$ cat src/rtl/slcc_pkg.sv
// Constants shared by the serial link channel control block.
package slcc_pkg;
	// Command field layout (16 bits, right justified in the 32-bit word).
	localparam int          CMD_W           = 16;
	localparam int          CMD_IGNORE_BIT  = 31;
	localparam int          CMD_XFER_BIT    = 12;
	localparam int          CMD_STARTSTOP   = 11;
	localparam int          MASK_W          = 8;
	localparam logic [15:0] CMD_HALT_ALL    = 16'h0800;
	localparam logic [3:0]  CMD_TYPE_STOP   = 4'h8;
	localparam logic [3:0]  CMD_TYPE_NORMAL = 4'h9;
	localparam logic [3:0]  CMD_TYPE_SETUP  = 4'hF;

	// Register map: byte addresses on the plain register port.
	localparam int          ADDR_W          = 8;
	localparam logic [7:0]  OFF_COMMAND     = 8'h00;
	localparam logic [7:0]  OFF_DATA        = 8'h04;
	localparam logic [7:0]  OFF_CHAN_BASE   = 8'h40;
	localparam int          CHAN_STRIDE_LOG = 4;
	localparam logic [3:0]  OFF_XFER_WORD0  = 4'h0;
	localparam logic [3:0]  OFF_XFER_WORD1  = 4'h4;
	localparam logic [3:0]  OFF_XFER_WORD2  = 4'h8;
	localparam logic [3:0]  OFF_CTRL_STAT   = 4'hC;

	// Reset values.
	localparam logic [15:0] RST_COMMAND     = 16'h0000;
	localparam logic [7:0]  RST_DATA        = 8'h00;
	localparam logic [31:0] RST_WORD        = 32'h0000_0000;
	localparam logic [7:0]  RST_BYTE        = 8'h00;

	// Control/status word byte positions and status byte flag positions.
	localparam int          CS_FAR_LSB      = 24;
	localparam int          CS_STATE_LSB    = 16;
	localparam int          CS_STATUS_LSB   = 8;
	localparam int          CS_LOCAL_LSB    = 0;
	localparam int          ST_NOT_READY    = 7;
	localparam int          ST_NO_IDENT     = 6;
	localparam int          ST_LINK_ERROR   = 5;
	localparam int          ST_FAR_FAULT    = 0;

	// Engine revision from which the far fault byte is valid right after start.
	localparam int          REV_FAR_AT_START = 29;

	// Process contents table: two-byte entries, ended by a zero pointer.
	localparam int          TABLE_ENTRY_BYTES = 2;
	localparam logic [15:0] TABLE_SENTINEL    = 16'h0000;

	// Command completion timeout.
	localparam int          CLK_MHZ          = 25;
	localparam int          CMD_TIMEOUT_US   = 1000;
	localparam int          CMD_TIMEOUT_CYC  = CMD_TIMEOUT_US * CLK_MHZ;

	typedef enum logic [1:0] {
		CMD_IDLE  = 2'b00,
		CMD_START = 2'b01,
		CMD_XFER  = 2'b10
	} slcc_state_t;
endpackage : slcc_pkg

$ cat src/rtl/slcc_channel_control.sv
// Command interpreter and per-channel registers of the serial link engine.
//
// The placing of the registers and the plain strobed port were decided locally.
`timescale 1ns/10ps
module slcc_channel_control #(
	parameter int CHANNELS       = 8,
	parameter int ENGINE_REV     = slcc_pkg::REV_FAR_AT_START,
	parameter int TIMEOUT_CYCLES = slcc_pkg::CMD_TIMEOUT_CYC
) (
	input  wire logic                     sys_clk,
	input  wire logic                     srst,
	input  wire logic [7:0]               reg_addr,
	input  wire logic [31:0]              reg_wdata,
	input  wire logic                     reg_wr,
	input  wire logic                     reg_rd,
	output logic      [31:0]              reg_rdata,
	output logic      [CHANNELS-1:0]      link_start,
	output logic                          link_setup_mode,
	output logic                          link_discover,
	output logic      [CHANNELS-1:0]      link_xfer,
	output logic      [CHANNELS-1:0]      link_stop,
	output logic      [CHANNELS*96-1:0]   link_tx_data,
	output logic      [CHANNELS*8-1:0]    link_mode,
	input  wire logic [CHANNELS-1:0]      link_done,
	input  wire logic [CHANNELS-1:0]      link_ok,
	input  wire logic [CHANNELS*96-1:0]   link_rx_data,
	input  wire logic [CHANNELS*8-1:0]    link_state,
	input  wire logic [CHANNELS-1:0]      link_error,
	input  wire logic [CHANNELS*8-1:0]    link_fault_evt,
	input  wire logic [CHANNELS*8-1:0]    link_far_fault
);

	localparam logic [31:0] TMO_LAST = 32'(TIMEOUT_CYCLES - 1);
	localparam logic        FAR_AT_START = (ENGINE_REV >= slcc_pkg::REV_FAR_AT_START);

	if (CHANNELS < 1 || CHANNELS > slcc_pkg::MASK_W) begin : g_bad_channels
		$error("CHANNELS must lie between 1 and 8");
	end
	if (TIMEOUT_CYCLES < 1) begin : g_bad_timeout
		$error("TIMEOUT_CYCLES must be at least 1");
	end

	slcc_pkg::slcc_state_t state;
	logic [15:0]          cmd_q;
	logic [7:0]           data_q;
	logic [CHANNELS-1:0]  pend;
	logic [CHANNELS-1:0]  fail;
	logic [31:0]          tmo_cnt;
	logic [CHANNELS-1:0]  active;
	logic [CHANNELS-1:0]  setup;
	logic [CHANNELS-1:0]  ident_ok;
	logic [CHANNELS-1:0]  far_valid;
	logic [31:0]          out_q [CHANNELS][3];
	logic [31:0]          rx_q  [CHANNELS][3];
	logic [7:0]           mode_q [CHANNELS];
	logic [7:0]           local_q [CHANNELS];
	logic [7:0]           far_q [CHANNELS];

	// Command decode helpers.
	function automatic logic is_stop(input logic [15:0] c);
		return c[slcc_pkg::CMD_XFER_BIT] == 1'b0 && c[11:8] == slcc_pkg::CMD_TYPE_STOP;
	endfunction : is_stop

	function automatic logic is_start(input logic [15:0] c);
		return c[slcc_pkg::CMD_XFER_BIT] == 1'b0
			&& (c[11:8] == slcc_pkg::CMD_TYPE_NORMAL || c[11:8] == slcc_pkg::CMD_TYPE_SETUP);
	endfunction : is_start

	function automatic logic is_xfer(input logic [15:0] c);
		return c[slcc_pkg::CMD_XFER_BIT] && !c[slcc_pkg::CMD_STARTSTOP];
	endfunction : is_xfer

	function automatic logic is_chan(input logic [7:0] a);
		return a >= slcc_pkg::OFF_CHAN_BASE
			&& (32'(a - slcc_pkg::OFF_CHAN_BASE) >> slcc_pkg::CHAN_STRIDE_LOG) < 32'(CHANNELS);
	endfunction : is_chan

	function automatic int chan_of(input logic [7:0] a);
		return int'(8'(a - slcc_pkg::OFF_CHAN_BASE) >> slcc_pkg::CHAN_STRIDE_LOG);
	endfunction : chan_of

	logic                cmd_wr;
	logic                halt_req;
	logic                accept;
	logic                do_halt;
	logic                do_stop;
	logic                do_start;
	logic                do_xfer;
	logic [CHANNELS-1:0] cmd_mask;
	logic [CHANNELS-1:0] stop_mask;
	logic [CHANNELS-1:0] done_now;
	logic [CHANNELS-1:0] ok_now;
	logic [CHANNELS-1:0] next_pend;
	logic [CHANNELS-1:0] next_fail;
	logic                timed_out;
	logic                finish;

	assign cmd_wr    = reg_wr && reg_addr == slcc_pkg::OFF_COMMAND && !reg_wdata[slcc_pkg::CMD_IGNORE_BIT];
	assign halt_req  = reg_wdata[15:0] == slcc_pkg::CMD_HALT_ALL;
	// Halt-all may always be written; anything else waits for a clear register.
	assign accept    = cmd_wr && (halt_req || (state == slcc_pkg::CMD_IDLE && cmd_q == slcc_pkg::RST_COMMAND));
	assign do_halt   = accept && halt_req;
	assign do_stop   = accept && !halt_req && is_stop(reg_wdata[15:0]);
	assign do_start  = accept && is_start(reg_wdata[15:0]);
	assign do_xfer   = accept && is_xfer(reg_wdata[15:0]);
	assign cmd_mask  = reg_wdata[CHANNELS-1:0];
	assign stop_mask = do_halt ? {CHANNELS{1'b1}} : (do_stop ? cmd_mask : '0);
	assign done_now  = pend & link_done;
	assign ok_now    = done_now & link_ok;
	assign next_pend = pend & ~link_done;
	assign timed_out = tmo_cnt == TMO_LAST;
	assign next_fail = fail | (done_now & ~link_ok) | (timed_out ? next_pend : '0);
	assign finish    = state != slcc_pkg::CMD_IDLE && !do_halt && (next_pend == '0 || timed_out);

	// Command register, sequencer and data register.
	always_ff @(posedge sys_clk) begin
		if (srst) begin
			state   <= slcc_pkg::CMD_IDLE;
			cmd_q   <= slcc_pkg::RST_COMMAND;
			data_q  <= slcc_pkg::RST_DATA;
			pend    <= '0;
			fail    <= '0;
			tmo_cnt <= '0;
		end else if (accept) begin
			cmd_q   <= reg_wdata[15:0];
			pend    <= (do_start || do_xfer) ? cmd_mask : '0;
			fail    <= '0;
			tmo_cnt <= '0;
			if (do_start) begin
				state <= slcc_pkg::CMD_START;
			end else if (do_xfer) begin
				state <= slcc_pkg::CMD_XFER;
			end else begin
				state <= slcc_pkg::CMD_IDLE;
			end
		end else if (finish) begin
			state  <= slcc_pkg::CMD_IDLE;
			cmd_q  <= slcc_pkg::RST_COMMAND;
			data_q <= 8'(next_fail);
			pend   <= '0;
		end else if (state != slcc_pkg::CMD_IDLE) begin
			pend    <= next_pend;
			fail    <= next_fail;
			tmo_cnt <= tmo_cnt + 32'h0000_0001;
		end else if (cmd_q != slcc_pkg::RST_COMMAND) begin
			// Stops and local operations finish one cycle after acceptance.
			cmd_q <= slcc_pkg::RST_COMMAND;
		end
	end

	// Start, transfer and stop requests are one-cycle pulses; setup mode and discover are held from one start to the next.
	always_ff @(posedge sys_clk) begin
		if (srst) begin
			link_start      <= '0;
			link_xfer       <= '0;
			link_stop       <= '0;
			link_setup_mode <= 1'b0;
			link_discover   <= 1'b0;
		end else begin
			link_start <= do_start ? cmd_mask : '0;
			link_xfer  <= do_xfer ? cmd_mask : '0;
			link_stop  <= stop_mask;
			if (do_start) begin
				link_setup_mode <= reg_wdata[11:8] == slcc_pkg::CMD_TYPE_SETUP;
				// Discovery only runs against an engine with no channel running.
				link_discover   <= active == '0;
			end
		end
	end

	// Channel run state; a selective stop leaves identity and far fault validity alone.
	always_ff @(posedge sys_clk) begin
		if (srst) begin
			active    <= '0;
			setup     <= '0;
			ident_ok  <= '0;
			far_valid <= '0;
		end else if (do_halt) begin
			active    <= '0;
			setup     <= '0;
			ident_ok  <= '0;
			far_valid <= '0;
		end else if (do_stop) begin
			active <= active & ~cmd_mask;
		end else if (state == slcc_pkg::CMD_START) begin
			active    <= active | ok_now;
			setup     <= (setup & ~ok_now) | (cmd_q[11:8] == slcc_pkg::CMD_TYPE_SETUP ? ok_now : '0);
			ident_ok  <= ident_ok | ok_now;
			far_valid <= FAR_AT_START ? (far_valid | ok_now) : (far_valid & ~ok_now);
		end else if (state == slcc_pkg::CMD_XFER) begin
			far_valid <= far_valid | ok_now;
		end
	end

	// Per-channel storage.
	always_ff @(posedge sys_clk) begin
		for (int ch = 0; ch < CHANNELS; ch++) begin
			if (srst || do_halt) begin
				mode_q[ch] <= slcc_pkg::RST_BYTE;
				far_q[ch]  <= slcc_pkg::RST_BYTE;
				for (int k = 0; k < 3; k++) begin
					out_q[ch][k] <= slcc_pkg::RST_WORD;
					rx_q[ch][k]  <= slcc_pkg::RST_WORD;
				end
			end else begin
				if (reg_wr && is_chan(reg_addr) && chan_of(reg_addr) == ch) begin
					case (reg_addr[3:0])
						slcc_pkg::OFF_XFER_WORD0: out_q[ch][0] <= reg_wdata;
						slcc_pkg::OFF_XFER_WORD1: out_q[ch][1] <= reg_wdata;
						slcc_pkg::OFF_XFER_WORD2: out_q[ch][2] <= reg_wdata;
						slcc_pkg::OFF_CTRL_STAT: begin
							// A channel running in normal mode takes no mode change.
							if (!active[ch] || setup[ch]) begin
								mode_q[ch] <= reg_wdata[31:24];
							end
						end
						default: begin
						end
					endcase
				end
				if (ok_now[ch]) begin
					// Start loads unit, name and table pointers; a transfer loads process data.
					for (int k = 0; k < 3; k++) begin
						rx_q[ch][k] <= link_rx_data[ch*96 + k*32 +: 32];
					end
					far_q[ch] <= link_far_fault[ch*8 +: 8];
				end
			end
		end
	end

	// Sticky local faults: only a stop clears them, and a new event wins over the clear.
	always_ff @(posedge sys_clk) begin
		for (int ch = 0; ch < CHANNELS; ch++) begin
			if (srst) begin
				local_q[ch] <= slcc_pkg::RST_BYTE;
			end else begin
				local_q[ch] <= (stop_mask[ch] ? slcc_pkg::RST_BYTE : local_q[ch])
					| link_fault_evt[ch*8 +: 8];
			end
		end
	end

	always_comb begin
		for (int ch = 0; ch < CHANNELS; ch++) begin
			for (int k = 0; k < 3; k++) begin
				link_tx_data[ch*96 + k*32 +: 32] = out_q[ch][k];
			end
			link_mode[ch*8 +: 8] = mode_q[ch];
		end
	end

	// Status byte built from the channel's own state.
	function automatic logic [7:0] status_byte(input int ch);
		logic [7:0] s;
		s = 8'h00;
		s[slcc_pkg::ST_NOT_READY]  = !active[ch];
		s[slcc_pkg::ST_NO_IDENT]   = !ident_ok[ch];
		s[slcc_pkg::ST_LINK_ERROR] = link_error[ch];
		s[slcc_pkg::ST_FAR_FAULT]  = far_valid[ch] && far_q[ch] != slcc_pkg::RST_BYTE;
		return s;
	endfunction : status_byte

	// A zero contents pointer means the far device offers no table to walk.
	function automatic logic has_table(input int ch);
		return rx_q[ch][2][15:0] != slcc_pkg::TABLE_SENTINEL;
	endfunction : has_table

	// Read data stand in the cycle after the read strobe only.
	int rd_ch;
	assign rd_ch = chan_of(reg_addr);
	always_ff @(posedge sys_clk) begin
		if (srst || !reg_rd) begin
			reg_rdata <= slcc_pkg::RST_WORD;
		end else if (reg_addr == slcc_pkg::OFF_COMMAND) begin
			reg_rdata <= {16'h0000, cmd_q};
		end else if (reg_addr == slcc_pkg::OFF_DATA) begin
			reg_rdata <= {24'h00_0000, data_q};
		end else if (is_chan(reg_addr)) begin
			case (reg_addr[3:0])
				slcc_pkg::OFF_XFER_WORD0: reg_rdata <= rx_q[rd_ch][0];
				slcc_pkg::OFF_XFER_WORD1: reg_rdata <= rx_q[rd_ch][1];
				slcc_pkg::OFF_XFER_WORD2: reg_rdata <= rx_q[rd_ch][2];
				slcc_pkg::OFF_CTRL_STAT: begin
					reg_rdata <= {far_valid[rd_ch] ? far_q[rd_ch] : slcc_pkg::RST_BYTE,
						link_state[rd_ch*8 +: 8], status_byte(rd_ch), local_q[rd_ch]};
				end
				default: reg_rdata <= slcc_pkg::RST_WORD;
			endcase
		end else begin
			reg_rdata <= slcc_pkg::RST_WORD;
		end
	end

	// Helper for the zero-pointer check below.
	logic table_ch0;
	assign table_ch0 = has_table(0);

	a_halt_clears: assert property (@(posedge sys_clk) disable iff (srst)
		do_halt |=> active == '0 ##1 cmd_q == slcc_pkg::RST_COMMAND)
		else $error("halt-all did not stop channels and clear the command");

	a_ignore_bit31: assert property (@(posedge sys_clk) disable iff (srst)
		(reg_wr && reg_addr == slcc_pkg::OFF_COMMAND && reg_wdata[31] && state == slcc_pkg::CMD_IDLE
			&& cmd_q == slcc_pkg::RST_COMMAND) |=> cmd_q == slcc_pkg::RST_COMMAND && state == slcc_pkg::CMD_IDLE)
		else $error("ignored command write had an effect");

	a_stop_keeps_vars: assert property (@(posedge sys_clk) disable iff (srst)
		do_stop |=> rx_q[0][0] == $past(rx_q[0][0]) && ident_ok == $past(ident_ok))
		else $error("selective stop reset channel variables");

	a_stop_mask: assert property (@(posedge sys_clk) disable iff (srst)
		do_stop |=> (active & $past(cmd_mask)) == '0 && link_stop == $past(cmd_mask))
		else $error("selective stop did not stop the flagged channels");

	a_xfer_done: assert property (@(posedge sys_clk) disable iff (srst)
		(finish && state == slcc_pkg::CMD_XFER) |=> cmd_q == slcc_pkg::RST_COMMAND && data_q == 8'($past(next_fail)))
		else $error("transfer completion did not clear command and post the mask");

	a_busy_holds: assert property (@(posedge sys_clk) disable iff (srst)
		(state != slcc_pkg::CMD_IDLE && !finish && !accept) |=> cmd_q == $past(cmd_q))
		else $error("command register changed before completion");

	a_timeout_bound: assert property (@(posedge sys_clk) disable iff (srst)
		(state != slcc_pkg::CMD_IDLE) |-> tmo_cnt <= TMO_LAST)
		else $error("command ran past its timeout");

	a_xfer_request: assert property (@(posedge sys_clk) disable iff (srst)
		do_xfer |=> link_xfer == $past(cmd_mask) ##1 link_xfer == '0)
		else $error("transfer request pulse wrong");

	a_cs_normal_ro: assert property (@(posedge sys_clk) disable iff (srst)
		(reg_wr && reg_addr == (slcc_pkg::OFF_CHAN_BASE | 8'(slcc_pkg::OFF_CTRL_STAT)) && active[0] && !setup[0]
			&& !do_halt) |=> mode_q[0] == $past(mode_q[0]))
		else $error("status word write took effect in normal mode");

	a_start_loads: assert property (@(posedge sys_clk) disable iff (srst)
		(state == slcc_pkg::CMD_START && ok_now[0] && !do_halt) |=> rx_q[0][1] == $past(link_rx_data[63:32]) && active[0])
		else $error("start did not load identity words");

	a_table_sentinel: assert property (@(posedge sys_clk) disable iff (srst)
		(ok_now[0] && !do_halt) |=> table_ch0 == ($past(link_rx_data[79:64]) != slcc_pkg::TABLE_SENTINEL))
		else $error("zero pointer taken as a table");

	a_local_sticky: assert property (@(posedge sys_clk) disable iff (srst)
		(!stop_mask[0] && local_q[0] != 8'h00) |=> (local_q[0] & $past(local_q[0])) == $past(local_q[0]))
		else $error("local fault flag cleared without a stop");

	a_read_cmd: assert property (@(posedge sys_clk) disable iff (srst)
		(reg_rd && reg_addr == slcc_pkg::OFF_COMMAND) |=> reg_rdata == {16'h0000, $past(cmd_q)})
		else $error("command readback wrong");

endmodule : slcc_channel_control

$ cat config.mk
export PLATFORM = sky130hd
export DESIGN_NAME = slcc_channel_control
export DESIGN_NICKNAME = d
export VERILOG_FILES = /design/src/rtl/slcc_pkg.sv /design/src/rtl/slcc_channel_control.sv
export SDC_FILE = /design/constraint.sdc
export NUM_CORES = 2
export LEC_CHECK = 0
export BUFFER_PORTS_ARGS = -buffer_cell sky130_fd_sc_hd__clkbuf_2
export CAP_MARGIN = 20
export CORE_AREA = 2 2 755 757
export CTS_CLUSTER_DIAMETER = 50
export CTS_CLUSTER_SIZE = 40
export DETAILED_ROUTE_END_ITERATION = 10
export DIE_AREA = 0 0 757 759
export SETUP_SLACK_MARGIN = 0.4
export SYNTH_ARGS = -nofsm -noshare
export SYNTH_HDL_FRONTEND = slang
export SYNTH_SLANG_ARGS = --single-unit
$ cat constraint.sdc
create_clock -name sys_clk -period 8.85 [get_ports sys_clk]
set_input_delay 0.885 -clock sys_clk [delete_from_list [all_inputs] [get_ports sys_clk]]
set_output_delay 0.885 -clock sys_clk [all_outputs]
set_load 0.05 [all_outputs]
== Word level (Yosys, flattened, before mapping) ==
Memories as Yosys holds them, arrays and structs flattened.
Index checks and enable logic that the tools add are counted.
Word-level totals
  flip-flop bits (word level): 164
  latch bits: 0
  bits in writable memories: 1728
  ROM bits: 0
  output and inout port bits: 890
  word-level logic and storage cells: 488
  memories: 5
Cells by class
  add/subtract/negate cells: 3
  multiply operators: 0
  div/mod/pow operators: 0
  order comparisons: 3
  equal/unequal tests: 20
  shift operators: 1
  multiplexer cells: 257
  bitwise gates (word level): 103
  reduce and logical (&&, ||, !) cells: 79
Memory list
  out_q: words 8, width 96, read ports 8, clocked after memory_dff 0, wr ports 8, line slcc_channel_control.sv:53  | logic [31:0] out_q [CHANNELS][3];
  rx_q: words 8, width 96, read ports 1, clocked after memory_dff 0, wr ports 8, line slcc_channel_control.sv:54  | logic [31:0] rx_q [CHANNELS][3];
  far_q: words 8, width 8, read ports 1, clocked after memory_dff 0, wr ports 8, line slcc_channel_control.sv:57  | logic [7:0] far_q [CHANNELS];
  local_q: words 8, width 8, read ports 9, clocked after memory_dff 0, wr ports 8, line slcc_channel_control.sv:56  | logic [7:0] local_q [CHANNELS];
  mode_q: words 8, width 8, read ports 8, clocked after memory_dff 0, wr ports 8, line slcc_channel_control.sv:55  | logic [7:0] mode_q [CHANNELS];
Operators with widths (count)
  2-to-1 mux 32 bit: 48
  2-to-1 mux 8 bit: 45
  2-to-1 mux 1 bit: 148
  one-hot mux 32 bit (4 select lines): 1
  2-to-1 mux 16 bit: 7
  OR 8 bit: 14
  OR 1 bit: 72
  variable part select 64 x 8 -> 8 bit: 1
  AND 8 bit: 6
  == test 4 bit, second input constant: 10
  adder 32 x 1 -> 32 bit, second input constant: 1
  == test 32 x 15 -> 1 bit, second input constant: 1
  zero test 32 bit: 1
  inverter 8 bit: 4
  < comparator 28 x 4 -> 1 bit, second input constant: 1
  logical AND 1 bit: 25
  zero test 8 bit: 3
  == test 16 x 12 -> 1 bit, second input constant: 1
  zero test 16 bit: 1
  nonzero test 16 bit: 1
  zero test 1 bit: 15
  logical OR 1 bit: 14
  binary-select mux 1 bit (select 3 bit): 4
  == test 4 x 3 -> 1 bit, second input constant: 3
  other kinds (19): 39

== Longest topological paths before layout ==
  depth after elaboration: 11
  gate-level depth with buffers: 15
  mapped depth without buffers: 8

== Worst setup path before layout ==
No wires, ideal clock.
  path type: input port to flip-flop
  start point: input port reg_addr[6]
  end point: memory far_q[0][0] (enable)
  library setup time: 466 ps
  arrival time: 5999 ps
  required time: 8384 ps
  setup slack: 2385 ps
  stages: 13
  path buffers: 6
  cells stage by stage: clkbuf_1 -> inv_2 -> clkbuf_1 -> clkbuf_1 -> clkbuf_1 -> ha_1 -> nor3b_1 -> and3_1 -> and2_1 -> a21oi_1 -> clkbuf_1 -> buf_1 -> nand2_1
RTL lines
  start: declaration: line slcc_channel_control.sv:12  | input wire logic [7:0] reg_addr,
  end: declaration: line slcc_channel_control.sv:57

==> impl_results.md <==
- Routability Congestion: 0.832
- Post-Synth XOR/XNOR Area: 0.000112
- Worst Hold Launch: link_rx_data[469]
- Fin crit period: 5.12 ns
- Total GRT Usage: 0.151
- I/O pin count: 1,918
- Post-Syn Nets: about 6,200
- Site row count: 277
- Post-route ant nets: 0
- CTS tree: built
- HPWL Detailed: 353 mm
- # hold bufs at CTS: 0
- Root Buffer: clkbuf_16
- Post-synth cell types: 66
- Yosys top cell area share: 0.641
- Crit Path Class: in -> reg
- Post-synthesis mux area share: 0.0836
- Max Clock Freq: 195 MHz
- Most frequent cells in the layout: 1,904 x clkbuf_2, 1,664 x edfxtp_1, 1,502 x and2_1
- Initial antenna violation count: 219
- IO Port Bufs: 1,917
- Resize count post-CTS: 0
- Synth Area in Adders: 0.000962
- Simple-gate share of the synthesized area: 0.157
- Core area: 0.567 mm2
- Clock sink count: 1,892
- Fin. max-slew vios: 2
- Crit share post-route: 0.578
- Clock buffer depth: 4
- Worst Path Arrival: 5.68 ns
- Number of post-CTS setup repair buffers: 0
- Final setup violation count: 0
- GRT Residual Overflow: 0
- Final hold vios: 0
- Compound-Gate Fraction of Synth Area: 0.0369
- Combinational family with the most area after synthesis: simple AND/OR/NAND/NOR gates
- Crit path from: reg_addr[6]
- # fillers: 61,500
- Yosys warnings: 0
- Status: finished with violations
- Fraction of layout cells with a size suffix above 1: 0.393
- Drt first pass iters: 5
- Die X-Extent: roughly 760 um
- Residual DRC: 0
- Mapped Cells: about 5,200
- FFs w/ async S/R, synth: 0
- Design Area, Final: between 0.1 and 0.15 mm2
- Max cap viols: 1
- Worst hold slack: ~0.16 ns
- R2r startpoint: tmo_cnt[10]
- Pwr Density: 214 mW/mm2
- WL final: between 400 and 500 mm
- Syn avg cell area: roughly 15 um2
- WP data required: roughly 9.4 ns
- Layout Nets: 8,159
- Vias: 54,100
- Synth Cell Area: 0.0780 mm2
- Hold Path Class: in -> reg
- Largest area contributor in the synthesized netlist: edfxtp_1
- Post-synth EDFFs: between 1,500 and 2,000
- Post-route setup TNS: 0 ns
- Area Overhead vs Synth: 36.8%
- Htree depth: 4
- Post-synthesis register bit count: 1,892
- Worst-margin pin slew: 1.52 ns
- Setup crit start kind: input port
- Skew final: 0.126 ns
- Clock latency on the worst-skew pair: 0.98 ns
- Worst-path clk slew: 0.08 ns
- Failing checks: capacitance limit, slew limit
- Synth top area cells: edfxtp_1 64%, and2_1 12%, mux4_2 7.0%
- Initial Util: 0.138
- Chip height: ~760 um
- Routed len/inst: 30.1 um
- Die area: about 0.57 mm2
- Top_reg_cell synth: edfxtp_1
- DR iter-0 viols: 5,281
- Finished Core Util: 0.188
- Max IR drop VDD: 0.000178 V
- Commonest non-fill, non-tap cell in the layout: clkbuf_2
- RSZ-0062 raised after global routing: false
- Largest net degree at the start of global routing: 105
- CTS Buf Count: 234
- Via/cell ratio: 3.61
- Sequential area share after synthesis: 0.699
- Vias in the first global route: between 50,000 and 60,000
- Post-DP Area: 0.0978 mm2
- Critical Path End Type: register
- Slew headroom: -0.0160
- Pleak: 0.0398 uW
- First-pass GRT wire length: 565 mm
- CP Max Fanout: 38
## synth_stat cells, types with 3 or more instances
master	number
a21oi_1	115
dfxtp_1	228
edfxtp_1	1664
a22oi_1	16
nand3_1	33
a211oi_1	7
and4_1	7
a32o_1	11
a221o_1	3
mux4_2	242
nand2b_1	4
buf_2	40
nor4_1	18
nor2_1	88
and2_1	1502
clkbuf_1	328
nor2b_1	6
a22o_1	86
nor4b_1	5
buf_1	19
o31ai_1	27
o22ai_1	39
or2_2	8
clkinv_1	9
nand4_1	10
nor3_1	195
nand2_1	128
a31oi_1	4
o21ai_0	90
buf_6	6
and3_1	19
mux2i_1	105
a221oi_1	5
o21a_1	9
or4_1	29
inv_1	36
o221ai_1	4
ha_1	6
or3_1	4
## metrics by stage
step | setup slack [ns] | cells | total power, uW
2_1_floorplan | 2.38 | 5189 | 11500
4_1_cts | 3.84 | 14900 | 23200
3_5_place_dp | 2.80 | 14400 | 12700
5_1_grt | 3.64 | 14900 | 23500
3_3_place_gp | 2.91 | 14400 | 12700
6_report | 3.73 | 15000 | 22900
## worst paths after layout
path,end,slack [ns],depth (start not counted)
worst max-delay path,out_q[0][378],3.73,10
worst min-delay path,rx_q[4][21],0.16,2
worst max register to register,cmd_q[9],5.48,7
worst min register to register,ident_ok[4],0.44,2
## sequential cells by signal, indices dropped and copies added (netlist names), 16 cells and up, named ones only
signal and count:
rx_q 768, far_q 64, tmo_cnt 32, cmd_q 16
mode_q 64, local_q 64, reg_rdata 32, out_q 768
## kinds of logic after synthesis
family	count (synthesis)
compound gates	432
xor+xnor	1
fa+ha+maj	6
buf+inv	441
flops	1892
mux	349
simple gates	2068
## layout make-up
cell class	count	area (um2)	area share
Sequential cell	1892	54500	0.511
Multi-Input combinational cell	2856	22500	0.211
Timing Repair Buffer	2095	11300	0.106
Tap cell	7533	9430	0.0883
Clock buffer	247	5980	0.0560
Clock inverter	191	2540	0.0238
Antenna cell	133	333	0.00312
Inverter	46	181	0.00170
## routing by layer
| layer | routed length [um] | vias up | global-route usage |
|---|---|---|---|
| met5 | 264 | - | 0 |
| met4 | 22300 | 40 | 0.0658 |
| met2 | 234000 | 2993 | 0.277 |
| li1 | - | 23200 | - |
| met1 | 161000 | 27100 | 0.164 |
| met3 | 32900 | 755 | 0.0345 |
## report_power, final
| group | internal, uW | switching (uW) | total, uW |
|---|---|---|---|
| sequential | 10000 | 149 | 10200 |
| clock | 5670 | 4740 | 10400 |
| combinational | 555 | 1740 | 2300 |
| total | 16300 | 6630 | 22900 |
## worst max-delay path, cell delays in order
cell,delay [ns]
buf_4,0.19
inv_8,0.32
ha_1,0.23
nor3b_1,0.70
and3_1,0.38
and2_1,0.86
a21oi_4,0.45
buf_4,0.51
o21ai_4,0.53
buf_4,0.45
Note: power is estimated with default switching activity, not from simulation.
